`src/inc/host_bridge_cfg_pkg.sv`:
```
// Constants for the host bridge configuration header block
package host_bridge_cfg_pkg;
  localparam int          CFG_ADDR_W        = 8;
  localparam int          MEM_ADDR_W        = 36;
  // Dword indices (byte offset / 4) of the decoded configuration dwords
  localparam logic [5:0]  DW_LAT_HDR        = 6'h03;
  localparam logic [5:0]  DW_SUBSYS         = 6'h0b;
  localparam logic [5:0]  DW_CAP_PTR        = 6'h0d;
  localparam logic [5:0]  DW_WIN_LO         = 6'h10;
  localparam logic [5:0]  DW_WIN_HI         = 6'h11;
  // Byte offsets of the registers
  localparam logic [7:0]  OFF_LATENCY       = 8'h0d;
  localparam logic [7:0]  OFF_HEADER_TYPE   = 8'h0e;
  localparam logic [7:0]  OFF_SUBSYS_VENDOR = 8'h2c;
  localparam logic [7:0]  OFF_SUBSYS_IDENT  = 8'h2e;
  localparam logic [7:0]  OFF_CAP_PTR       = 8'h34;
  localparam logic [7:0]  OFF_WIN_BASE      = 8'h40;
  // Fixed read values and reset values
  localparam logic [7:0]  LATENCY_VAL       = 8'h00;
  localparam logic [7:0]  HEADER_TYPE_VAL   = 8'h00;
  localparam logic [7:0]  CAP_PTR_VAL       = 8'he0;
  localparam logic [15:0] SUBSYS_RST        = 16'h0000;
  localparam logic [23:0] WIN_BASE_RST      = 24'h000000;
  localparam logic [27:0] WIN_UPPER_RST     = 28'h0000000;
  // Field positions of the window base register
  localparam int          WIN_EN_BIT        = 0;
  localparam int          WIN_BASE_LSB      = 12;
  localparam int          WIN_BASE_MSB      = 35;
  localparam int          WIN_UPPER_LSB     = 36;
  localparam int          WIN_OFFSET_W      = 12;
endpackage

```
`src/core/host_bridge_config_header_regs.sv`:
```
// Host bridge device 0 configuration header registers and egress window decode
// Overview of operation
// - Latency slot reads zero, ignores writes
// - Header type always reads zero
// - Header type access has no side effects
// - Subsystem vendor field takes first write only
// - Subsystem field takes first write only
// - Capability pointer reads fixed E0h
// - Window disabled after reset, bit0 enables
// - Claim window accesses only when enabled
// - Base field holds address bits 35:12
// - Decode 4 KB window on bits above 11
// - Claimed accesses routed to egress registers
// - Lock mode freezes all writable window bits
`timescale 1ns/1ps
module host_bridge_config_header_regs #(
  parameter int MEM_ADDR_W = host_bridge_cfg_pkg::MEM_ADDR_W
) (
  input  wire logic                  core_clk_i,
  input  wire logic                  rstn_i,
  input  wire logic                  cfg_rd_i,
  input  wire logic                  cfg_wr_i,
  input  wire logic [7:0]            cfg_addr_i,
  input  wire logic [3:0]            cfg_be_i,
  input  wire logic [31:0]           cfg_wdata_i,
  output logic      [31:0]           cfg_rdata_o,
  output logic                       cfg_rvalid_o,
  input  wire logic                  lock_mode_i,
  input  wire logic                  mem_req_i,
  input  wire logic [MEM_ADDR_W-1:0] mem_addr_i,
  output logic                       mem_claim_o,
  output logic      [11:0]           mem_offset_o,
  output logic                       win_enable_o
);
  logic [31:0] rdata_reg;
  logic [31:0] rdata_next;
  logic        rvalid_reg;
  logic        claim_reg;
  logic        claim_next;
  logic [11:0] offset_reg;
  logic        en_reg;
  logic        en_next;
  logic [23:0] base_reg;
  logic [23:0] base_next;
  logic [27:0] upper_reg;
  logic [27:0] upper_next;
  logic [15:0] subsystem_vendor_ident_value;
  logic [15:0] sid_value;

  wire         hit_lat_hdr;
  wire         hit_subsys;
  wire         hit_cap_ptr;
  wire         hit_win_lo;
  wire         hit_win_hi;
  wire         win_wr_ok;
  wire         win_lo_wr;
  wire         win_hi_wr;
  wire         win_base_hit;
  wire  [23:0] addr_page;
  wire  [11:0] win_offset;
  wire  [31:0] lat_hdr_word;
  wire  [31:0] cap_ptr_word;
  wire  [31:0] subsys_word;
  wire         subsystem_vendor_ident_wr;
  wire         sid_wr;
  wire  [31:0] win_lo_word;
  wire  [31:0] win_hi_word;
  wire  [31:0] win_lo_merged;
  wire  [31:0] win_hi_merged;

  // Byte-lane merge of write data over a current dword
  function automatic logic [31:0] merge_be(input logic [31:0] cur,
                                           input logic [31:0] wd,
                                           input logic [3:0]  be);
    logic [31:0] res;
    res = cur;
    for (int i = 0; i < 4; i++) begin
      if (be[i]) begin
        res[i*8 +: 8] = wd[i*8 +: 8];
      end
    end
    return res;
  endfunction

  // Dword select decode of a configuration byte address
  function automatic logic dw_hit(input logic [7:0] addr,
                                  input logic [5:0] dw);
    return addr[7:2] == dw;
  endfunction

  assign hit_lat_hdr = dw_hit(cfg_addr_i, host_bridge_cfg_pkg::DW_LAT_HDR);
  assign hit_subsys  = dw_hit(cfg_addr_i, host_bridge_cfg_pkg::DW_SUBSYS);
  assign hit_cap_ptr = dw_hit(cfg_addr_i, host_bridge_cfg_pkg::DW_CAP_PTR);
  assign hit_win_lo  = dw_hit(cfg_addr_i, host_bridge_cfg_pkg::DW_WIN_LO);
  assign hit_win_hi  = dw_hit(cfg_addr_i, host_bridge_cfg_pkg::DW_WIN_HI);
  assign win_wr_ok   = cfg_wr_i && !lock_mode_i;
  assign win_lo_wr   = win_wr_ok && hit_win_lo;
  assign win_hi_wr   = win_wr_ok && hit_win_hi;

  // Subsystem identifiers: lanes 1:0 vendor, lanes 3:2 subsystem
  assign subsystem_vendor_ident_wr = cfg_wr_i && hit_subsys;
  assign sid_wr  = cfg_wr_i && hit_subsys;

  write_once_field u_subsystem_vendor_ident (
    .core_clk_i (core_clk_i),
    .rstn_i     (rstn_i),
    .wr_i       (subsystem_vendor_ident_wr),
    .be_i       (cfg_be_i[1:0]),
    .wdata_i    (cfg_wdata_i[15:0]),
    .value_o    (subsystem_vendor_ident_value),
    .locked_o   ()
  );

  write_once_field u_sid (
    .core_clk_i (core_clk_i),
    .rstn_i     (rstn_i),
    .wr_i       (sid_wr),
    .be_i       (cfg_be_i[3:2]),
    .wdata_i    (cfg_wdata_i[31:16]),
    .value_o    (sid_value),
    .locked_o   ()
  );

  // Window base register views; bits 11:1 always zero
  assign win_lo_word   = {base_reg[19:0], 11'h000, en_reg};
  assign win_hi_word   = {upper_reg, base_reg[23:20]};
  assign win_lo_merged = merge_be(win_lo_word, cfg_wdata_i, cfg_be_i);
  assign win_hi_merged = merge_be(win_hi_word, cfg_wdata_i, cfg_be_i);

  // Next state of the window register; reserved low bits are dropped
  assign en_next    = win_lo_wr ? win_lo_merged[0] : en_reg;
  assign base_next  = win_lo_wr ? {base_reg[23:20], win_lo_merged[31:12]} :
                      win_hi_wr ? {win_hi_merged[3:0], base_reg[19:0]} :
                      base_reg;
  assign upper_next = win_hi_wr ? win_hi_merged[31:4] : upper_reg;

  // Constant and subsystem words; latency and header bytes have no storage
  assign lat_hdr_word = {8'h00, host_bridge_cfg_pkg::HEADER_TYPE_VAL,
                         host_bridge_cfg_pkg::LATENCY_VAL, 8'h00};
  assign cap_ptr_word = {24'h000000, host_bridge_cfg_pkg::CAP_PTR_VAL};
  assign subsys_word  = {sid_value, subsystem_vendor_ident_value};

  // Read mux
  assign rdata_next = hit_lat_hdr ? lat_hdr_word :
                      hit_subsys  ? subsys_word  :
                      hit_cap_ptr ? cap_ptr_word :
                      hit_win_lo  ? win_lo_word  :
                      hit_win_hi  ? win_hi_word  :
                      32'h00000000;

  // Memory decode compares bits 35:12 only
  assign addr_page    = mem_addr_i[host_bridge_cfg_pkg::WIN_BASE_MSB:
                                   host_bridge_cfg_pkg::WIN_BASE_LSB];
  assign win_base_hit = addr_page == base_reg;
  assign win_offset   = mem_addr_i[host_bridge_cfg_pkg::WIN_OFFSET_W-1:0];
  assign claim_next   = mem_req_i && en_reg && win_base_hit;

  always_ff @(posedge core_clk_i or negedge rstn_i) begin
    if (!rstn_i) begin
      en_reg    <= 1'b0;
      base_reg  <= host_bridge_cfg_pkg::WIN_BASE_RST;
      upper_reg <= host_bridge_cfg_pkg::WIN_UPPER_RST;
    end else begin
      en_reg    <= en_next;
      base_reg  <= base_next;
      upper_reg <= upper_next;
    end
  end

  always_ff @(posedge core_clk_i or negedge rstn_i) begin
    if (!rstn_i) begin
      rdata_reg  <= 32'h00000000;
      rvalid_reg <= 1'b0;
    end else begin
      rvalid_reg <= cfg_rd_i;
      rdata_reg  <= cfg_rd_i ? rdata_next : 32'h00000000;
    end
  end

  always_ff @(posedge core_clk_i or negedge rstn_i) begin
    if (!rstn_i) begin
      claim_reg  <= 1'b0;
      offset_reg <= 12'h000;
    end else begin
      claim_reg  <= claim_next;
      offset_reg <= claim_next ? win_offset : 12'h000;
    end
  end

  assign cfg_rdata_o  = rdata_reg;
  assign cfg_rvalid_o = rvalid_reg;
  assign mem_claim_o  = claim_reg;
  assign mem_offset_o = offset_reg;
  assign win_enable_o = en_reg;
endmodule

```
`src/core/write_once_field.sv`:
```
// Sixteen-bit field that keeps only the first write after reset
`timescale 1ns/1ps
module write_once_field (
  input  wire logic        core_clk_i,
  input  wire logic        rstn_i,
  input  wire logic        wr_i,
  input  wire logic [1:0]  be_i,
  input  wire logic [15:0] wdata_i,
  output logic      [15:0] value_o,
  output logic             locked_o
);
  logic [15:0] value_reg;
  logic [15:0] value_next;
  logic        locked_reg;
  wire         take_write;

  assign take_write = wr_i && (|be_i) && !locked_reg;
  assign value_next = {be_i[1] ? wdata_i[15:8] : value_reg[15:8],
                       be_i[0] ? wdata_i[7:0]  : value_reg[7:0]};

  always_ff @(posedge core_clk_i or negedge rstn_i) begin
    if (!rstn_i) begin
      value_reg  <= host_bridge_cfg_pkg::SUBSYS_RST;
      locked_reg <= 1'b0;
    end else if (take_write) begin
      value_reg  <= value_next;
      locked_reg <= 1'b1;
    end
  end

  assign value_o  = value_reg;
  assign locked_o = locked_reg;
endmodule

```
`config.mk`:
```
export PLATFORM = sky130hd
export DESIGN_NAME = host_bridge_config_header_regs
export DESIGN_NICKNAME = d
export VERILOG_FILES = /design/src/inc/host_bridge_cfg_pkg.sv /design/src/core/host_bridge_config_header_regs.sv /design/src/core/write_once_field.sv
export SDC_FILE = /design/constraint.sdc
export NUM_CORES = 1
export LEC_CHECK = 0
export BUFFER_PORTS_ARGS = -buffer_cell sky130_fd_sc_hd__buf_4
export CAP_MARGIN = 20
export CORE_MARGIN = 5
export CORE_UTILIZATION = 40
export DETAILED_ROUTE_END_ITERATION = 12
export PLACE_DENSITY = 0.73
export SLEW_MARGIN = 5
export SYNTH_ARGS = -nofsm -noshare
export SYNTH_HDL_FRONTEND = slang
export SYNTH_SLANG_ARGS = --single-unit
```
`constraint.sdc`:
```
create_clock -name core_clk_i -period 3.4 [get_ports core_clk_i]
set_input_delay 0.68 -clock core_clk_i [delete_from_list [all_inputs] [get_ports core_clk_i]]
set_output_delay 0.68 -clock core_clk_i [all_outputs]
set_load 0.03 [all_outputs]
```
==> impl_metrics.env, run 1 <==
export IMPL_status="complete, no violations"
export IMPL_ys_top_cells_by_area="dfrtp_1, mux2_2, a22oi_1, nor2_1, xor2_1"
export IMPL_power_density_nw_per_um2=515
export IMPL_place_congestion=0.793
export IMPL_required_ps=3700
export IMPL_wl_um=14200
export IMPL_ys_ff_latch=133
export IMPL_cts_path_max_buffers=2
export IMPL_htree_levels=4
export IMPL_core_area_um2=13900
export IMPL_grt_pass1_wl_um=22800
export IMPL_track_usage=0.179
export IMPL_synth_cell_type_count=37
export IMPL_critPathArrivalTime_ps=2700
export IMPL_die_area_um2=16700
export IMPL_rsz0062_at_grt="no"
export IMPL_slew_headroom=0.518
export IMPL_grt_max_degree=69
export IMPL_dp_final_hpwl_um=10000
export IMPL_cts_num_sinks=133
export IMPL_antenna_found_initial=0
export IMPL_synth_top_area_cell="dfrtp_1"
export IMPL_hold_viol=0
export IMPL_power_share_sequential=0.438
export IMPL_final_core_util=0.539
export IMPL_cts_root_buf="clkbuf_16"
export IMPL_cts_tree="yes"
export IMPL_crit_path_end_kind="register"
export IMPL_setup_viol=0
export IMPL_die_height_um=129
export IMPL_synth_edff_count=0
export IMPL_area_growth_pct=32.0
export IMPL_syn_instance_count=430
export IMPL_synth_common_cells="dfrtp_1, mux2_2, nor2_1"
export IMPL_n_antenna_cell=0
export IMPL_numCtsBuffers=17
export IMPL_fp_dieW_um=129
export IMPL_pwr_share_clk=0.487
export IMPL_drtPass1Iterations=4
export IMPL_period_needed_ps=2400
export IMPL_via_count=3899
export IMPL_fin_crit_sh=0.707
export IMPL_yosysWarnings=0
export IMPL_synth_nets=516
export IMPL_synth_most_common_cell="dfrtp_1"
export IMPL_ios=133
export IMPL_fin_tns_setup_ps=0
export IMPL_ctsHoldBuffers=0
export IMPL_largest_reg_flops=32
export IMPL_finClkSkew_ps=12.4
export IMPL_synthFlopType="dfrtp_1"
export IMPL_top_layer="met4"
export IMPL_crit_type="in -> reg"
export IMPL_yosys_area_top_type_share=0.586
export IMPL_pwr_share_comb=0.075
export IMPL_ir_worst_vdd_mv=0.296
export IMPL_grt_overflow_total=0
export IMPL_fillers=1164
export IMPL_post_cts_resized=0
export IMPL_drc_errors=0
export IMPL_synth_async_sr_flop_share=1.00
export IMPL_grt_pass1_vias=4253
export IMPL_startpoint_type="input port"
export IMPL_final_max_slew_violation_count=0
export IMPL_drive_gt1_frac=0.491
export IMPL_routed_via_density=5.14
export IMPL_synth_area_um2=5680
export IMPL_cap_viol_max_count=0
export IMPL_wl_met2_um=7020
export IMPL_postCtsSetupBuffers=0
export IMPL_critPathMaxFanout=16
export IMPL_clk_pin_slew_ps=60
export IMPL_worstMarginPinSlew_ps=720
export IMPL_max_freq_mhz=416
export IMPL_met3_length_um=878
export IMPL_start_util=0.408
export IMPL_final_antenna_net_count=0
export IMPL_final_design_area_no_fill_um2=7510
export IMPL_switching_share=0.221
export IMPL_p_int_mw=3.01
export IMPL_wl_met1_um=6100
export IMPL_clkLatencyLatePin_ps=420
export IMPL_wire_per_inst_um=18.7
export IMPL_final_nets=652
export IMPL_yosysSeqAreaShare=0.586
export IMPL_hold_class="in -> async"
export IMPL_dpl_cell_area_um2=6890
export IMPL_io_buffer_count=130
export IMPL_p_sw_mw=0.853
export IMPL_leakage_nw=3.71
export IMPL_fp_row_count=43
export IMPL_drt_iter0_markers=195
export IMPL_synth_area_per_cell_um2=13.2
per-stage QoR:
stage | worst slack, ps | cells | hold slack [ps] | power [mW]
2_1_floorplan | 1050 | 430 | 384 | 1.84
3_3_place_gp | 550 | 727 | 471 | 2.00
3_5_place_dp | 552 | 727 | 480 | 2.01
4_1_cts | 981 | 759 | 271 | 3.91
5_1_grt | 884 | 759 | 301 | 4.02
6_report | 996 | 759 | 253 | 3.87
critical path, cell delays in order:
cell    delay [ps]
buf_4          120
or4b_4         530
nor2_2         200
buf_4          280
and4_1         490
mux2_2         390
metal layers:
metal / track usage / vias up
li1: - / 1824
met1: 0.226 / 1957
met2: 0.296 / 102
met3: 0.0515 / 16
met4: 0.0593 / 0
met5: 0 / -
worst paths after layout:
path | slack [ps] | end | cells past startpoint | from
worst min-delay path | 250 | cfg_rdata_o[23] | 1 | rstn_i
worst min register to register | 500 | upper_reg[27] | 1 | upper_reg[27]
min in group core_clk_i | 390 | cfg_rvalid_o | 1 | cfg_rd_i
worst max-delay path | 1000 | upper_reg[20] | 6 | cfg_addr_i[5]
worst max register to register | 1400 | mem_offset_o[1] | 4 | base_reg[23]
max in group asynchronous | 2360 | mem_offset_o[10] | 2 | rstn_i
cells in the final DEF, fill, tap and decap left out, drive strengths merged, types with 4 or more instances in the layout:
cell type  netlist  layout
xor2            14      14
xnor2            4       4
inv              6       7
and4             4       4
buf              7     140
clkinv           0       6
dfrtp          133     133
nor2            37      37
mux2           104     104
nand2           11      11
nor2b            4       4
nor3            17      17
clkbuf          16      20
nand3           13      13
nand2b           4       4
a22oi           29      29
power by group through the flow:
stage / clock network (mW) / registers, mW / logic, mW
2_1_floorplan: 0 / 1.71 / 0.128
3_3_place_gp: 0 / 1.71 / 0.283
3_5_place_dp: 0 / 1.72 / 0.294
4_1_cts: 1.92 / 1.69 / 0.296
5_1_grt: 2.00 / 1.70 / 0.321
6_report: 1.88 / 1.69 / 0.292
kinds of logic after synthesis:
| family | Yosys count | share of synthesized area |
|---|---|---|
| xor gates and xnor gates | 18 | 0.0277 |
| and+or+nand+nor | 105 | 0.106 |
| muxes | 104 | 0.206 |
| DFF | 133 | 0.586 |
| buffers and inverters | 29 | 0.0209 |
| AOI/OAI and AO/OA | 41 | 0.0542 |
area by class of cell:
type / instances / area (um^2) / area share
clock inverters: 12 / 151 / 0.0202
repair buffers: 140 / 1070 / 0.142
well taps: 180 / 225 / 0.0300
flip-flops and latches: 133 / 3330 / 0.443
multi-input cells: 268 / 2240 / 0.299
clock buffers: 20 / 467 / 0.0622
inverters: 6 / 22.5 / 0.00300
No activity file was read; power rests on OpenSTA's default activity.
==> run 2: changes to the inputs <==
clock period = 2.4 ns   (was 3.4 ns; I/O delays follow)
==> impl_metrics.env, run 2 (same netlist as run 1, synthesis figures left out) <==
export IMPL_cp_slowest_stage_delay_ps=530
export IMPL_clk_pin_slew_ps=60
export IMPL_clkLatencyLatePin_ps=420
export IMPL_critPathMaxFanout=8
export IMPL_wl_met1_um=6140
export IMPL_post_cts_resized=0
export IMPL_crit_path_end_kind="register"
export IMPL_finClkSkew_ps=6.13
export IMPL_worst_slack_ps=424
export IMPL_setup_viol=0
export IMPL_antenna_found_initial=0
export IMPL_core_area_um2=13900
export IMPL_fillers=1179
export IMPL_drc_errors=0
export IMPL_slowest_stage="or4b_4"
export IMPL_final_max_slew_violation_count=0
export IMPL_cp_common_cell="buf_4"
export IMPL_wl_um=14300
export IMPL_hold_viol=0
export IMPL_top_layer="met4"
export IMPL_cts_path_max_buffers=2
export IMPL_power_density_nw_per_um2=693
export IMPL_fp_row_count=43
export IMPL_fin_crit_sh=0.823
export IMPL_required_ps=2690
export IMPL_ctsHoldBuffers=0
export IMPL_hold_class="in -> async"
export IMPL_worst_path_buf_inv=3
export IMPL_max_freq_mhz=506
export IMPL_rsz0062_at_grt="no"
export IMPL_crit_type="in -> reg"
export IMPL_cap_viol_max_count=0
export IMPL_start_util=0.408
export IMPL_die_height_um=129
export IMPL_startpoint_type="input port"
export IMPL_leakage_nw=3.78
export IMPL_numCtsBuffers=17
export IMPL_critPathArrivalTime_ps=2270
export IMPL_final_antenna_net_count=0
export IMPL_grt_pass1_wl_um=23000
export IMPL_final_cell_mix="buf_4, dfrtp_1, mux2_2"
export IMPL_ir_worst_vdd_mv=0.466
export IMPL_met3_length_um=1050
export IMPL_cts_tree="yes"
export IMPL_drive_gt1_frac=0.499
export IMPL_die_area_um2=16700
export IMPL_dp_final_hpwl_um=10400
export IMPL_largest_reg_flops=32
export IMPL_n_antenna_cell=0
export IMPL_cts_num_sinks=133
export IMPL_htree_levels=4
export IMPL_ios=133
export IMPL_area_growth_pct=34.4
export IMPL_fin_tns_setup_ps=0
export IMPL_grt_max_degree=70
export IMPL_drtPass1Iterations=4
export IMPL_io_buffer_count=130
export IMPL_period_needed_ps=1980
export IMPL_cts_root_buf="clkbuf_16"
export IMPL_drt_iter0_markers=162
export IMPL_final_common_cell="buf_4"
export IMPL_routed_via_density=5.16
export IMPL_track_usage=0.180
export IMPL_status="complete, no violations"
export IMPL_postCtsSetupBuffers=0
export IMPL_power_mw=5.29
export IMPL_worstMarginPinSlew_ps=661
export IMPL_final_nets=667
export IMPL_grt_overflow_total=0
export IMPL_wire_per_inst_um=18.6
export IMPL_slew_headroom=0.559
export IMPL_r2r_setup_slack_ps=560
export IMPL_via_count=3980
export IMPL_dp_slack_ps=-13.1
export IMPL_crit_chain="buf_4 > or4b_4 > nor2_2 > buf_4 > and4_1 > buf_12 > mux2_2"
export IMPL_crit_family="simple AND/OR/NAND/NOR gates"
export IMPL_grt_pass1_vias=4294
export IMPL_place_congestion=0.810
export IMPL_wl_met2_um=6930
export IMPL_fp_dieW_um=129
[run 2: changes by cell type in the layout (fill, tap and decap cells not counted), sizes merged]
cell / before / now
buf: 140 / 155
clkinv: 6 / 4
bufinv: 3 / 2
clkinvlp: 2 / 3
inv: 7 / 6
[run 2: path summary, 6_finish.rpt]
path / start / end / cells after the start
worst max-delay path: cfg_addr_i[5] / upper_reg[3] / 7
worst min register to register: u_subsystem_vendor_ident.locked_o / u_subsystem_vendor_ident.locked_o / 1
min in group core_clk_i: cfg_rd_i / cfg_rvalid_o / 1
worst min-delay path: rstn_i / upper_reg[18] / 1
max in group asynchronous: rstn_i / u_sid.value_o[11] / 2
worst max register to register: base_reg[16] / mem_offset_o[11] / 4
[run 2: report_power, final]
part	total, mW	switching, mW	internal [mW]
clock	2.47	0.911	1.56
sequential	2.40	0.0611	2.34
combinational	0.421	0.198	0.223
[run 2: metrics by stage]
step | instance area (um^2) | cells | util | hold WS, ps
3_5_place_dp | 7080 | 742 | 0.508 | 478
4_1_cts | 7640 | 771 | 0.548 | 80.5
3_3_place_gp | 7080 | 742 | 0.508 | 471
2_1_floorplan | 5680 | 430 | - | 184
5_1_grt | 7640 | 771 | 0.548 | 96.2
6_report | 7640 | 771 | 0.548 | 57.6
[run 2: cell type report]
cell class	instances	area [um^2]	area share
multi-input cells	268	2240	0.294
clock buffers	20	457	0.0598
inverters	6	22.5	0.00295
repair buffers	155	1250	0.164
well taps	180	225	0.0295
flip-flops and latches	133	3330	0.436
clock inverters	9	106	0.0139
[run 2: per-layer routing]
metal  up-vias  track usage
li1       1853            -
met1      2000        0.230
met2       111        0.289
met3        16       0.0655
met4         0       0.0513
met5         -            0
[run 2: worst register-to-register path, delay by kind of cell, from the launching register on]
| kind | cells | cell delay (ps) |
|---|---|---|
| xor+xnor | 1 | 190 |
| flops | 1 | 400 |
| simple gates | 3 | 1160 |
==> run 3: changes to the inputs <==
PLACE_DENSITY = 0.76   (was 0.73)
clock period = 1.7 ns   (was 2.4 ns; I/O delays follow)
==> impl_metrics.env, run 3 (same netlist as run 1, synthesis figures left out) <==
export IMPL_status="complete, no violations"
export IMPL_reg2reg_from="base_reg[17]"
export IMPL_cts_tree="yes"
export IMPL_grt_max_degree=41
export IMPL_crit_type="in -> reg"
export IMPL_core_area_um2=13900
export IMPL_rsz0062_at_grt="yes"
export IMPL_finClkSkew_ps=7.20
export IMPL_routed_via_density=5.29
export IMPL_final_cell_mix="buf_4, dfrtp_1, mux2_2"
export IMPL_io_buffer_count=130
export IMPL_r2r_setup_slack_ps=10
export IMPL_fp_row_count=43
export IMPL_hold_viol=0
export IMPL_hold_ws_ps=44.5
export IMPL_numCtsBuffers=17
export IMPL_largest_reg_flops=32
export IMPL_final_antenna_net_count=0
export IMPL_drc_errors=0
export IMPL_crit_chain="buf_6 > or4b_4 > nor2_4 > nor4b_4 > buf_4 > mux2_2"
export IMPL_dp_final_hpwl_um=10900
export IMPL_timing_rr_end="mem_offset_o[6]"
export IMPL_clkLatencyLatePin_ps=420
export IMPL_slowest_stage="or4b_4"
export IMPL_wl_um=15600
export IMPL_grt_pass1_vias=4587
export IMPL_drtPass1Iterations=6
export IMPL_cts_root_buf="clkbuf_16"
export IMPL_seq_area_um2=3330
export IMPL_antenna_found_initial=0
export IMPL_track_usage=0.192
export IMPL_dp_cells=761
export IMPL_wire_per_inst_um=19.6
export IMPL_grt_pass1_wl_um=24500
export IMPL_drt_iter0_markers=281
export IMPL_setup_viol=0
export IMPL_final_max_slew_violation_count=0
export IMPL_leakage_nw=3.96
export IMPL_final_cells=795
export IMPL_fillers=1086
export IMPL_grt_overflow_total=0
export IMPL_multi_input_area_um2=2510
export IMPL_start_util=0.408
export IMPL_required_ps=2000
export IMPL_worstMarginPinSlew_ps=354
export IMPL_holdCritStartpoint="cfg_rd_i"
export IMPL_fin_crit_sh=0.994
export IMPL_period_needed_ps=1690
export IMPL_place_congestion=0.869
export IMPL_htree_levels=4
export IMPL_power_mw=7.60
export IMPL_cts_num_sinks=133
export IMPL_critPathArrivalTime_ps=1990
export IMPL_crit_path_end_kind="register"
export IMPL_cts_path_max_buffers=2
export IMPL_cp_slowest_stage_delay_ps=590
export IMPL_max_freq_mhz=592
export IMPL_startpoint_type="input port"
export IMPL_holdPathStages=1
export IMPL_n_antenna_cell=0
export IMPL_final_nets=689
export IMPL_fp_dieW_um=129
export IMPL_ir_worst_vdd_mv=0.702
export IMPL_drive_gt1_frac=0.540
export IMPL_ios=133
export IMPL_clk_pin_slew_ps=60
export IMPL_via_count=4203
export IMPL_fin_tns_setup_ps=0
export IMPL_r2r_cells=5
export IMPL_critPathMaxFanout=6
export IMPL_hold_end="cfg_rvalid_o"
export IMPL_area_growth_pct=42.9
export IMPL_cap_viol_max_count=0
export IMPL_die_area_um2=16700
export IMPL_power_density_nw_per_um2=936
export IMPL_hold_class="in -> reg"
export IMPL_final_common_cell="buf_4"
export IMPL_die_height_um=129
export IMPL_slew_headroom=0.762
## run 3: changes by cell type in the layout (fill, tap and decap cells not counted), sizes merged
cell	previous run	this run
buf	155	175
clkbuf	20	19
clkinv	4	6
dlygate4sd3	0	1
inv	6	7
nor2	37	38
## run 3: worst max path at each step
| stage | start | to | slack (ps) | depth (start not counted) |
|---|---|---|---|---|
| finish | cfg_addr_i[5] | base_reg[16] | 10 | 6 |
| global placement | cfg_addr_i[5] | upper_reg[17] | -470 | 6 |
| detailed placement | cfg_addr_i[5] | upper_reg[19] | -500 | 6 |
| global route | base_reg[16] | mem_offset_o[5] | -60 | 5 |
| CTS | cfg_addr_i[3] | upper_reg[17] | -20 | 6 |
| floorplan | cfg_addr_i[5] | base_reg[12] | -290 | 5 |
## run 3: cell type report
cell class | instances | area share
Tap cell | 180 | 0.0277
Multi-Input combinational cell | 269 | 0.309
Sequential cell | 133 | 0.410
Timing Repair Buffer | 176 | 0.181
Clock buffer | 19 | 0.0533
Inverter | 6 | 0.00277
Clock inverter | 12 | 0.0163
## run 3: timing repair
item / in CTS / in global routing
endpoints found under the setup margin: 40 / 44
hold buffers: 1 / 0
gates cloned: 1 / 0
pin swaps: 6 / 5
gates resized for setup: 9 / 30
endpoints found under the hold margin: 27 / 0
buffers inserted: 0 / 1
## run 3: routing by layer
layer / wire length [um] / GRT usage
met2: 7470 / 0.304
met3: 947 / 0.0548
met4: 465 / 0.0828
met1: 6680 / 0.248
met5: 0 / 0
## run 3: where the power goes
| group | total (mW) | leakage [nW] | switching, mW | internal (mW) |
|---|---|---|---|---|
| clock | 3.51 | 0.269 | 1.36 | 2.15 |
| combinational | 0.689 | 1.86 | 0.314 | 0.375 |
| sequential | 3.40 | 1.83 | 0.0950 | 3.30 |
| total | 7.60 | 3.96 | 1.77 | 5.82 |
## run 3: critical path: cells and delay by family
kind,cells,cell delay (ps)
and+or+nand+nor,3,1030
muxes,1,340
buffers and inverters,2,280
## run 3: stage by stage
stage / worst slack [ps] / instance area, um^2 / utilization
final: 10.9 / 8120 / 0.583
after global routing: -57.6 / 8120 / 0.583
after CTS: -23.7 / 7990 / 0.574
after detailed placement: -497 / 7370 / 0.529
after global placement: -470 / 7370 / 0.529
after floorplan: -292 / 5830 / -
